[src/verilog/poc_pkg.sv]
package poc_pkg;

	// clock and pulse timing
	localparam int CLK_HZ = 40_000_000;
	localparam int PULSE_LOW_MS = 80;
	localparam int PULSE_LOW_CYC = PULSE_LOW_MS * (CLK_HZ / 1000);
	localparam int PULSE_CNT_W = 22;
	localparam int NUM_PINS = 4;

	// register indices, byte address is four times the index
	localparam logic [13:0] IDX_OC_STATUS = 14'h048F;
	localparam logic [13:0] IDX_PULSE_MODE = 14'h0490;
	localparam logic [13:0] IDX_PHASE_SEL = 14'h0491;
	localparam logic [13:0] IDX_PIN_CFG = 14'h0481;
	localparam logic [13:0] IDX_IRQ_STATUS = 14'h04A0;
	localparam logic [13:0] IDX_IRQ_MASK = 14'h04A1;

	// field positions
	localparam int PIN4_FN_LSB = 2;
	localparam int PIN3_FN_BIT = 1;
	localparam int SOFT_RESET_TRIGGER_BIT = 0;
	localparam int DIS_LSB = 12;
	localparam int SEL_W = 3;
	localparam int PHASE_SEL_W = 12;
	localparam int OC_W = 4;

	// pin 4 function codes
	localparam logic [1:0] FN4_EVENT = 2'h2;
	localparam logic [1:0] FN4_DATA_READY_INDICATOR = 2'h3;

	// energy type codes; codes from the alias value upward mean total active
	localparam logic [2:0] EN_TOTAL_ACTIVE = 3'h0;
	localparam logic [2:0] EN_ALIAS_FIRST = 3'h6;

	// reset values
	localparam logic [15:0] MODE_RST = 16'h0000;
	localparam logic [11:0] PHASE_SEL_RST = 12'h000;
	localparam logic [1:0] FN4_RST = 2'h0;
	localparam logic FN3_RST = 1'b0;
	localparam logic [3:0] MASK_RST = 4'h0;
	localparam logic [3:0] STATUS_RST = 4'h0;

	// pulse shaper states
	typedef enum logic [1:0] {
		SH_IDLE = 2'b00,
		SH_LOW = 2'b01,
		SH_GAP = 2'b10
	} poc_shape_state_t;

endpackage

[src/verilog/poc_pulse_shaper.sv]
module poc_pulse_shaper #(
	parameter int LOW_CYCLES = poc_pkg::PULSE_LOW_CYC
) (
	// clock, reset, enable
	input wire logic clk_i,
	input wire logic srst_i,
	input wire logic ce_i,
	// converter pulse request
	input wire logic trig_i,
	// shaped active low pulse
	output logic pulse_n_o
);

	typedef struct packed {
		poc_pkg::poc_shape_state_t state;
		logic [poc_pkg::PULSE_CNT_W-1:0] cnt;
		logic out_n;
	} poc_shaper_st_t;

	localparam logic [poc_pkg::PULSE_CNT_W-1:0] CNT_LOAD = poc_pkg::PULSE_CNT_W'(LOW_CYCLES - 1);

	poc_shaper_st_t st_reg;
	poc_shaper_st_t st_next;

	// low phase of fixed width; a new request cuts it short with a one cycle high gap
	always_comb begin
		st_next = st_reg;
		case (st_reg.state)
			poc_pkg::SH_IDLE: begin
				if (trig_i) begin
					st_next.state = poc_pkg::SH_LOW;
					st_next.cnt = CNT_LOAD;
				end
			end
			poc_pkg::SH_LOW: begin
				if (trig_i) begin
					st_next.state = poc_pkg::SH_GAP;
				end else if (st_reg.cnt == '0) begin
					st_next.state = poc_pkg::SH_IDLE;
				end else begin
					st_next.cnt = st_reg.cnt - 1'b1;
				end
			end
			poc_pkg::SH_GAP: begin
				st_next.state = poc_pkg::SH_LOW;
				st_next.cnt = CNT_LOAD;
			end
			default: begin
				st_next.state = poc_pkg::SH_IDLE;
			end
		endcase
		st_next.out_n = (st_next.state != poc_pkg::SH_LOW);
	end

	// state register
	always_ff @(posedge clk_i) begin
		if (srst_i) begin
			st_reg <= '{state: poc_pkg::SH_IDLE, cnt: '0, out_n: 1'b1};
		end else if (ce_i) begin
			st_reg <= st_next;
		end
	end

	assign pulse_n_o = st_reg.out_n;
endmodule

[src/verilog/poc_pulse_output_config.sv]
// What this block does
// - the pin-4 function field at bits 3:2 routes the converter pulse for 00 and 01, the event for 10, data ready for 11.
// - the pin-3 function bit 1 routes the converter pulse when 0 and the selected zero crossing when 1.
// - writing one to soft reset bit 0 starts a software reset and the bit clears itself.
// - the read-only overcurrent field bits 3:0 shows phases A, B, C and neutral above the threshold.
// - disable bit 15 stops pulses on pin 4 and holds that pin high.
// - a disabled pin never sets its pulse flag in the status register.
// - disable bits 14, 13 and 12 do the same for pins 3, 2 and 1.
// - the pin-4 energy code maps 000..101 to the six energy types and 110, 111 to total active.
// - energy codes at bits 8:6, 5:3 and 2:0 choose the type for pins 3, 2 and 1 the same way.
// - phase bits 11:9 add phase C, B and A to pin 4 for bits 2, 1 and 0.
// - phase bits 5:3 and 2:0 choose the phases of pins 2 and 1 the same way.
// - pulses are active low and their low width is fixed at 80 ms.
//
// Decided for this implementation: the APB interface to the registers.
module poc_pulse_output_config #(
	parameter int PULSE_LOW_CYCLES = poc_pkg::PULSE_LOW_CYC
) (
	// clock, reset, enable
	input wire logic clk_i,
	input wire logic srst_i,
	input wire logic ce_i,
	// apb slave
	input wire logic psel_i,
	input wire logic penable_i,
	input wire logic pwrite_i,
	input wire logic [15:0] paddr_i,
	input wire logic [31:0] pwdata_i,
	output logic [31:0] prdata_o,
	output logic pready_o,
	output logic pslverr_o,
	// core sources
	input wire logic [3:0] dfc_pulse_i,
	input wire logic event_i,
	input wire logic data_ready_i,
	input wire logic zero_cross_i,
	input wire logic [3:0] overcurrent_phase_i,
	// pins and configuration outputs
	output logic [3:0] pulse_out_o,
	output logic [11:0] pulse_energy_type_o,
	output logic [11:0] pulse_phase_mask_o,
	output logic soft_reset_o,
	output logic irq_o
);

	typedef struct packed {
		logic [15:0] mode;
		logic [11:0] phase_sel;
		logic [1:0] fn4;
		logic fn3;
		logic [3:0] mask;
		logic [3:0] status;
		logic [3:0] pins;
		logic [11:0] etype;
		logic [11:0] pmask;
		logic soft_reset_trigger;
		logic irq;
		logic pready;
		logic pslverr;
		logic [31:0] prdata;
	} poc_cfg_st_t;

	poc_cfg_st_t st_reg;
	poc_cfg_st_t st_next;

	logic [3:0] disable_bits;
	logic [3:0] trig;
	logic [3:0] shaped_n;
	logic setup_ph;
	logic done_ph;
	logic aligned;
	logic sel_oc;
	logic sel_mode;
	logic sel_phase;
	logic sel_cfg;
	logic sel_ist;
	logic sel_imsk;
	logic hit;
	logic [31:0] rdata;
	logic [3:0] clr;

	// energy code decode, unused codes fold onto total active
	function automatic logic [2:0] energy_decode(input logic [2:0] code);
		energy_decode = (code >= poc_pkg::EN_ALIAS_FIRST) ? poc_pkg::EN_TOTAL_ACTIVE : code;
	endfunction

	// disable bits 15..12 belong to pins 4..1
	assign disable_bits = st_reg.mode[poc_pkg::DIS_LSB +: 4];
	assign trig = dfc_pulse_i & ~disable_bits;

	// one pulse shaper per pin
	genvar g;
	generate
		for (g = 0; g < poc_pkg::NUM_PINS; g++) begin : g_shaper
			poc_pulse_shaper #(
				.LOW_CYCLES(PULSE_LOW_CYCLES)
			) u_shaper (
				.clk_i(clk_i),
				.srst_i(srst_i),
				.ce_i(ce_i),
				.trig_i(trig[g]),
				.pulse_n_o(shaped_n[g])
			);
		end
	endgenerate

	// apb phase and address decode
	assign setup_ph = psel_i && !penable_i && !st_reg.pready;
	assign done_ph = psel_i && penable_i && st_reg.pready;
	assign aligned = (paddr_i[1:0] == 2'h0);
	assign sel_oc = aligned && (paddr_i[15:2] == poc_pkg::IDX_OC_STATUS);
	assign sel_mode = aligned && (paddr_i[15:2] == poc_pkg::IDX_PULSE_MODE);
	assign sel_phase = aligned && (paddr_i[15:2] == poc_pkg::IDX_PHASE_SEL);
	assign sel_cfg = aligned && (paddr_i[15:2] == poc_pkg::IDX_PIN_CFG);
	assign sel_ist = aligned && (paddr_i[15:2] == poc_pkg::IDX_IRQ_STATUS);
	assign sel_imsk = aligned && (paddr_i[15:2] == poc_pkg::IDX_IRQ_MASK);
	assign hit = sel_oc || sel_mode || sel_phase || sel_cfg || sel_ist || sel_imsk;

	// read mux; reserved bits and the soft reset bit read zero
	always_comb begin
		rdata = 32'h0000_0000;
		if (sel_oc) begin
			rdata[poc_pkg::OC_W-1:0] = overcurrent_phase_i;
		end
		if (sel_mode) begin
			rdata[15:0] = st_reg.mode;
		end
		if (sel_phase) begin
			rdata[poc_pkg::PHASE_SEL_W-1:0] = st_reg.phase_sel;
		end
		if (sel_cfg) begin
			rdata[poc_pkg::PIN4_FN_LSB +: 2] = st_reg.fn4;
			rdata[poc_pkg::PIN3_FN_BIT] = st_reg.fn3;
			rdata[poc_pkg::SOFT_RESET_TRIGGER_BIT] = 1'b0;
		end
		if (sel_ist) begin
			rdata[3:0] = st_reg.status;
		end
		if (sel_imsk) begin
			rdata[3:0] = st_reg.mask;
		end
	end

	// only the status bits that were returned are cleared by the read
	assign clr = (done_ph && !pwrite_i && sel_ist) ? st_reg.prdata[3:0] : 4'h0;

	// next state of registers, pins and bus answer
	always_comb begin
		st_next = st_reg;
		st_next.soft_reset_trigger = 1'b0;
		st_next.pready = 1'b0;
		st_next.pslverr = 1'b0;
		if (setup_ph) begin
			st_next.pready = 1'b1;
			st_next.pslverr = !hit;
			st_next.prdata = (hit && !pwrite_i) ? rdata : 32'h0000_0000;
		end
		if (done_ph && pwrite_i && hit) begin
			if (sel_mode) begin
				st_next.mode = pwdata_i[15:0];
			end
			if (sel_phase) begin
				st_next.phase_sel = pwdata_i[poc_pkg::PHASE_SEL_W-1:0];
			end
			if (sel_imsk) begin
				st_next.mask = pwdata_i[3:0];
			end
			if (sel_cfg) begin
				st_next.fn4 = pwdata_i[poc_pkg::PIN4_FN_LSB +: 2];
				st_next.fn3 = pwdata_i[poc_pkg::PIN3_FN_BIT];
				if (pwdata_i[poc_pkg::SOFT_RESET_TRIGGER_BIT]) begin
					st_next.soft_reset_trigger = 1'b1;
					st_next.mode = poc_pkg::MODE_RST;
					st_next.phase_sel = poc_pkg::PHASE_SEL_RST;
					st_next.fn4 = poc_pkg::FN4_RST;
					st_next.fn3 = poc_pkg::FN3_RST;
					st_next.mask = poc_pkg::MASK_RST;
				end
			end
		end
		// sticky pulse flags: a new pulse wins over a clear
		st_next.status = (st_reg.status & ~clr) | trig;
		if (st_next.soft_reset_trigger) begin
			st_next.status = poc_pkg::STATUS_RST | trig;
		end
		// pins 1 and 2 carry only the shaped converter pulse
		for (int k = 0; k < 2; k++) begin
			st_next.pins[k] = disable_bits[k] | shaped_n[k];
		end
		// pin 3 carries the converter pulse or the zero crossing
		if (disable_bits[2]) begin
			st_next.pins[2] = 1'b1;
		end else if (st_reg.fn3) begin
			st_next.pins[2] = zero_cross_i;
		end else begin
			st_next.pins[2] = shaped_n[2];
		end
		// pin 4 carries the converter pulse, the event or data ready
		if (disable_bits[3]) begin
			st_next.pins[3] = 1'b1;
		end else begin
			case (st_reg.fn4)
				poc_pkg::FN4_EVENT: st_next.pins[3] = event_i;
				poc_pkg::FN4_DATA_READY_INDICATOR: st_next.pins[3] = data_ready_i;
				default: st_next.pins[3] = shaped_n[3];
			endcase
		end
		// decoded energy types and phase masks per pin
		for (int k = 0; k < poc_pkg::NUM_PINS; k++) begin
			st_next.etype[k*poc_pkg::SEL_W +: poc_pkg::SEL_W] =
				energy_decode(st_next.mode[k*poc_pkg::SEL_W +: poc_pkg::SEL_W]);
			st_next.pmask[k*poc_pkg::SEL_W +: poc_pkg::SEL_W] =
				st_next.phase_sel[k*poc_pkg::SEL_W +: poc_pkg::SEL_W];
		end
		st_next.irq = |(st_next.status & st_next.mask);
	end

	// state register
	always_ff @(posedge clk_i) begin
		if (srst_i) begin
			st_reg <= '{mode: poc_pkg::MODE_RST, phase_sel: poc_pkg::PHASE_SEL_RST, fn4: poc_pkg::FN4_RST,
				fn3: poc_pkg::FN3_RST, mask: poc_pkg::MASK_RST, status: poc_pkg::STATUS_RST, pins: 4'hF,
				etype: 12'h000, pmask: 12'h000, soft_reset_trigger: 1'b0, irq: 1'b0, pready: 1'b0, pslverr: 1'b0,
				prdata: 32'h0000_0000};
		end else if (ce_i) begin
			st_reg <= st_next;
		end
	end

	// outputs straight from the state register
	assign prdata_o = st_reg.prdata;
	assign pready_o = st_reg.pready;
	assign pslverr_o = st_reg.pslverr;
	assign pulse_out_o = st_reg.pins;
	assign pulse_energy_type_o = st_reg.etype;
	assign pulse_phase_mask_o = st_reg.pmask;
	assign soft_reset_o = st_reg.soft_reset_trigger;
	assign irq_o = st_reg.irq;
endmodule

[config.mk]
export PLATFORM = sky130hd
export DESIGN_NAME = poc_pulse_output_config
export DESIGN_NICKNAME = d
export VERILOG_FILES = /design/src/verilog/poc_pkg.sv /design/src/verilog/poc_pulse_shaper.sv /design/src/verilog/poc_pulse_output_config.sv
export SDC_FILE = /design/constraint.sdc
export NUM_CORES = 1
export LEC_CHECK = 0
export BUFFER_PORTS_ARGS = -buffer_cell sky130_fd_sc_hd__buf_2
export CELL_PAD_IN_SITES_DETAIL_PLACEMENT = 1
export CELL_PAD_IN_SITES_GLOBAL_PLACEMENT = 2
export CORE_MARGIN = 2
export CORE_UTILIZATION = 37
export CTS_CLUSTER_SIZE = 25
export DETAILED_ROUTE_END_ITERATION = 10
export GPL_TIMING_DRIVEN = 0
export PLACE_DENSITY = 0.92
export SLEW_MARGIN = 10
export SYNTH_ARGS = -nofsm -noshare
export SYNTH_HDL_FRONTEND = slang
export SYNTH_SLANG_ARGS = --single-unit
export TNS_END_PERCENT = 10
[constraint.sdc]
create_clock -name clk_i -period 6.3 [get_ports clk_i]
set_input_delay 0.945 -clock clk_i [delete_from_list [all_inputs] [get_ports clk_i]]
set_output_delay 0.945 -clock clk_i [all_outputs]
set_load 0.005 [all_outputs]
==> impl_metrics.ini, run 1 <==
[status]
status = completed

[sta]
tightest_slew_ns = 1.28
rsz0062_at_grt = no
final.setup.worst_slack_ns = 2.92
fin_crit_sh = 0.536
maxSlewHeadroom = 0.136
period_minus_slack_ns = 3.38
timing.fmax_mhz = 296
finalSetupViolations = 0
whs_ns = 0.474
slew_violations = 0
finClkSkew_ns = 0.0155
finalSetupTns_ns = 0
hold_viol = 0

[synthesis]
synth_top_area_cell = dfxtp_1
synth.distinct_cells = 85
synthMuxAreaShare = 0.0330
synth_seq_cells = 175
avgSynthCellArea_sq_um = 7.67
yosys.area_share.adder = 0.0293
synth_xor_area_frac = 0.000855
synth_top_family_by_area = simple AND/OR/NAND/NOR gates
synth.yosys.warnings = 0
yosysSeqAreaShare = 0.342
async_flop_share = 0
synthSimpleGateAreaFrac = 0.262
synth-compound-area-share = 0.247
yosysTopAreaCellShare = 0.342
synth_ff_type = dfxtp_1
synthesis.area_sq_um = 10200
synth_edf_count = 0
synthTopCellsByArea = dfxtp_1, a21oi_1, o21ai_0
synthCells = 1335
ys_top_cells_by_count = dfxtp_1, a21oi_1, nand2_1
yosysMostFrequentCell = dfxtp_1

[drt]
drt_iter0_drc = 664
vias = 10500
routed_via_density = 5.69
drc_errors = 0
dr.pass1.iters = 5
antenna_left = 0
wirelength_mm = 35.7
wl_per_cell_microns = 19.3

[clock_tree]
cts_tree = built
clkSinkCount = 175
clkLatencyLatePin_ns = 0.44
cts-htree-levels = 4
cts_setup_buffers = 0
path_clk_slew_ns = 0.08
clk_path_buf_depth = 2
cts_hold_buf = 0
root_buffer = clkbuf_16
ctsResizeCount = 0
cts-buffers-inserted = 17

[global_route]
antenna_found_initial = 1
first_global_vias = 10600
grt_max_degree = 19
grt_pass1_wl_mm = 56.8
grt_use_total = 0.247
grt_overflow = 0

[placed_design]
post-dp-hpwl_mm = 26.4
place_congestion = 0.879
io_buffers = 95
place_ws_ns = 2.22

[flow_run]
drv_cap = 0

[die]
io_pins = 129
die-area_sq_um = 29000
start_util = 0.378
die_w_microns = 170
core_area_sq_um = 27100
rows = 60
die_h_microns = 170

[setup_path]
cp_data_required_time_ns = 6.58
slowest_delay_ns = 0.86
cp_max_fo = 10
crit_path_end_kind = flip-flop
crit_type = input port to flip-flop
arrival_ns = 3.66
cp-start-kind = input port
reg2reg_depth = 7
rrSetupSlack_ns = 3.25
crit_slowest_cell = nor4b_1
crit_chain = buf_2 > nor4b_1 > nand4b_1 > nor4_1 > clkbuf_1 > nor3b_1 > o21ai_0 > a21oi_1

[layout]
drive_gt1_frac = 0.157
largest_reg_flops = 96
final_nets = 1553
antennaDiodeCount = 0
n_fill_cell = 3404
area_growth_syn_to_layout_pct = 15.6

[worst_hold_path]
hold_path_depth = 2
min_path_type = flip-flop to flip-flop

[power]
finalPower_w = 0.00282
irDropWorstVdd_v = 0.000122
power.leakage_nw = 4.49
power_density_nw_per_um2 = 238
[layout make-up]
cell class	instances	area (sq um)	share of cell area
Multi-Input combinational cell	1017	5920	0.500
Sequential cell	175	3500	0.296
Buffer	129	769	0.0650
Timing Repair Buffer	95	475	0.0401
Tap cell	372	465	0.0393
Clock buffer	17	425	0.0359
Clock inverter	15	171	0.0145
Inverter	29	109	0.00919
[where the power goes]
part | internal [W] | switching (W)
registers | 0.00114 | 0.0000402
clock network | 0.000569 | 0.000527
logic | 0.000175 | 0.000364
[metrics by stage]
stage / cells / utilization / cell area (sq um)
after floorplan: 1350 / - / 10300
after global placement: 1817 / 0.415 / 11200
after detailed placement: 1817 / 0.415 / 11200
after CTS: 1849 / 0.437 / 11800
after global routing: 1849 / 0.437 / 11800
final: 1849 / 0.437 / 11800
[path summary, 6_finish.rpt]
path,start,to
worst max-delay path,paddr_i[13],pulse_energy_type_o[10]$_SDFFE_PP0P_
worst min-delay path,g_shaper[3].u_shaper.st_reg[22]$_SDFFE_PP0P_,g_shaper[3].u_shaper.st_reg[22]$_SDFFE_PP0P_
worst max register to register,g_shaper[0].u_shaper.st_reg[5]$_SDFFE_PP0P_,g_shaper[0].u_shaper.st_reg[4]$_SDFFE_PP0P_
worst min register to register,g_shaper[3].u_shaper.st_reg[22]$_SDFFE_PP0P_,g_shaper[3].u_shaper.st_reg[22]$_SDFFE_PP0P_
[routing by layer]
metal / GRT usage / routed length (microns) / up-vias
li1: - / - / 5072
met1: 0.325 / 16600 / 5144
met2: 0.414 / 16700 / 247
met3: 0.0423 / 1540 / 57
met4: 0.0728 / 833 / 2
met5: 0 / 13 / -
[logic make-up after synthesis]
kind of cell | count (synthesis)
AOI/OAI and AO/OA | 423
other | 1
adders and majority gates | 24
xor gates and xnor gates | 1
DFF | 175
muxes | 33
and+or+nand+nor | 520
buffers and inverters | 158
[placed cells by master, fill, tap and decap left out, types with 10 or more instances in the layout]
cell type,instances
conb_1,16
nand2b_1,15
a21oi_1,151
clkbuf_1,53
mux2i_1,27
o21ai_0,132
clkbuf_16,17
a31oi_1,17
buf_4,61
nor2_1,123
or3_1,13
inv_1,29
ha_1,24
nor4_1,26
nor3b_1,23
dfxtp_1,175
buf_2,100
a211oi_1,17
a21o_1,13
o211ai_1,10
nand4_1,20
nor3_1,56
nand2_1,148
nand3_1,23
[critical path: cells and delay by family]
kind / cells / cell delay (ns)
AOI/OAI and AO/OA: 2 / 0.30
buffers and inverters: 2 / 0.58
and+or+nand+nor: 4 / 1.83
No activity file was read; power rests on OpenSTA's default activity.
==> run 2, diff against run 1 <==
CORE_UTILIZATION = 31   (was 37)
PLACE_DENSITY = 0.83   (was 0.92)
clock period = 2.9 ns   (was 6.3 ns; I/O delays follow)
==> impl_metrics.ini, run 2 (synthesis results as in run 1) <==
[clock_tree]
clkLatencyLatePin_ns = 0.45
clkSinkCount = 175
cts-htree-levels = 4
path_clk_slew_ns = 0.07
clk_path_buf_depth = 2
cts_setup_buffers = 0
root_buffer = clkbuf_16
cts-buffers-inserted = 17
cts_tree = built
cts_hold_buf = 0

[sta]
timing.fmax_mhz = 366
whs_ns = 0.264
tightest_slew_ns = 1.12
finalSetupViolations = 0
final.setup.worst_slack_ns = 0.167
period_minus_slack_ns = 2.73
fin_crit_sh = 0.942
hold_viol = 0
rsz0062_at_grt = yes
slew_violations = 0
finalSetupTns_ns = 0
finClkSkew_ns = 0.0152
maxSlewHeadroom = 0.243

[layout]
final_common_cell = dfxtp_1
mostFrequentLayoutCells = dfxtp_1, a21oi_1, nand2_1, o21ai_0, nor2_1
area_growth_syn_to_layout_pct = 17.2
fin_util = 0.369
final_nets = 1553
largest_reg_flops = 96
instances_no_fill = 1920
drive_gt1_frac = 0.162

[global_route]
grt_max_degree = 17
grt_use_met2 = 0.368
antenna_found_initial = 0
grt_use_met3 = 0.0284
grt_pass1_wl_mm = 58.0
first_global_vias = 10500
met1_usage = 0.279
grt_overflow = 0
grt_use_total = 0.214
top_usage_layer = met2

[die]
start_util = 0.315
die-area_sq_um = 34500
rows = 66
core_area_sq_um = 32500
die_w_microns = 186
die_h_microns = 186
io_pins = 129

[power]
power.leakage_nw = 4.52
power_density_nw_per_um2 = 516
irDropWorstVdd_v = 0.000387

[setup_path]
cp_max_fo = 10
crit_path_end_kind = flip-flop
arrival_ns = 3.10
cp-start-kind = flip-flop
critPathLaunch = g_shaper[0].u_shaper.st_reg[1]$_SDFFE_PP0P_
crit_type = flip-flop to flip-flop
r2r_start = g_shaper[0].u_shaper.st_reg[1]$_SDFFE_PP0P_
cp_data_required_time_ns = 3.26

[placed_design]
io_buffers = 95
place_congestion = 0.844
post-dp-hpwl_mm = 27.1
dpl.cell_count = 1887
place_ws_ns = -0.791

[drt]
wl_per_cell_microns = 19.1
antenna_left = 0
drc_errors = 0
vias = 10500
dr.pass1.iters = 5
drt_iter0_drc = 595
routed_via_density = 5.47
wirelength_mm = 36.6

[worst_hold_path]
min_from = pwdata_i[6]
min_path_type = input port to flip-flop

[flow_run]
drv_cap = 0

[status]
status = completed
run 2: worst max-delay path, cell delays in order (launching register included):
cell and delay [ns]:
dfxtp_1 0.33, inv_1 0.17, ha_1 0.17, nor4b_1 0.28, nand4_1 0.21, o21a_1 0.24, o21ai_1 0.43, clkbuf_1 0.49
o21ai_0 0.19, a21oi_1 0.16
run 2: metrics by stage:
stage          instance area (sq um)  power [W]
6_report                       12000    0.00619
5_1_grt                        12000    0.00647
4_1_cts                        12000    0.00621
3_3_place_gp                   11300    0.00376
2_1_floorplan                  10300    0.00339
3_5_place_dp                   11300    0.00378
run 2: power by group:
part	total, W	switching, W	internal (W)	leakage, nW
Sequential	0.00258	0.0000912	0.00248	1.42
Combinational	0.00118	0.000793	0.000391	2.80
Clock	0.00243	0.00110	0.00134	0.293
run 2: routing by layer:
metal	wire length (microns)	up-vias	part of all wire
met1	17000	5163	0.46
met2	17600	226	0.48
met3	1470	41	0.040
met5	0	-	0
met4	607	0	0.017
li1	-	5072	-
run 2: cell type report:
cell class	instances	area, sq um
antenna	1	2.50
buffer	129	771
clock buffer	19	453
clock inverter	13	149
fill	4089	20500
inverter	29	109
multi-input combinational	1017	5990
sequential	175	3500
tap	442	553
timing repair buffer	95	475
run 2: path summary, 6_finish.rpt:
| path | to | slack [ns] | depth (start not counted) |
|---|---|---|---|
| hold / removal | st_reg[93]$_SDFFE_PP0P_ | 0.26 | 3 |
| hold reg to reg | g_shaper[2].u_shaper.st_reg[21]$_SDFFE_PP0P_ | 0.47 | 2 |
| setup / recovery | g_shaper[0].u_shaper.st_reg[13]$_SDFFE_PP0P_ | 0.17 | 9 |
| setup reg to reg | g_shaper[0].u_shaper.st_reg[13]$_SDFFE_PP0P_ | 0.17 | 9 |
run 2: what timing repair did:
item                       4_1_cts  5_1_grt
gates resized for setup          5        8
setup endpoints to repair       35       57
gates cloned                     0        0
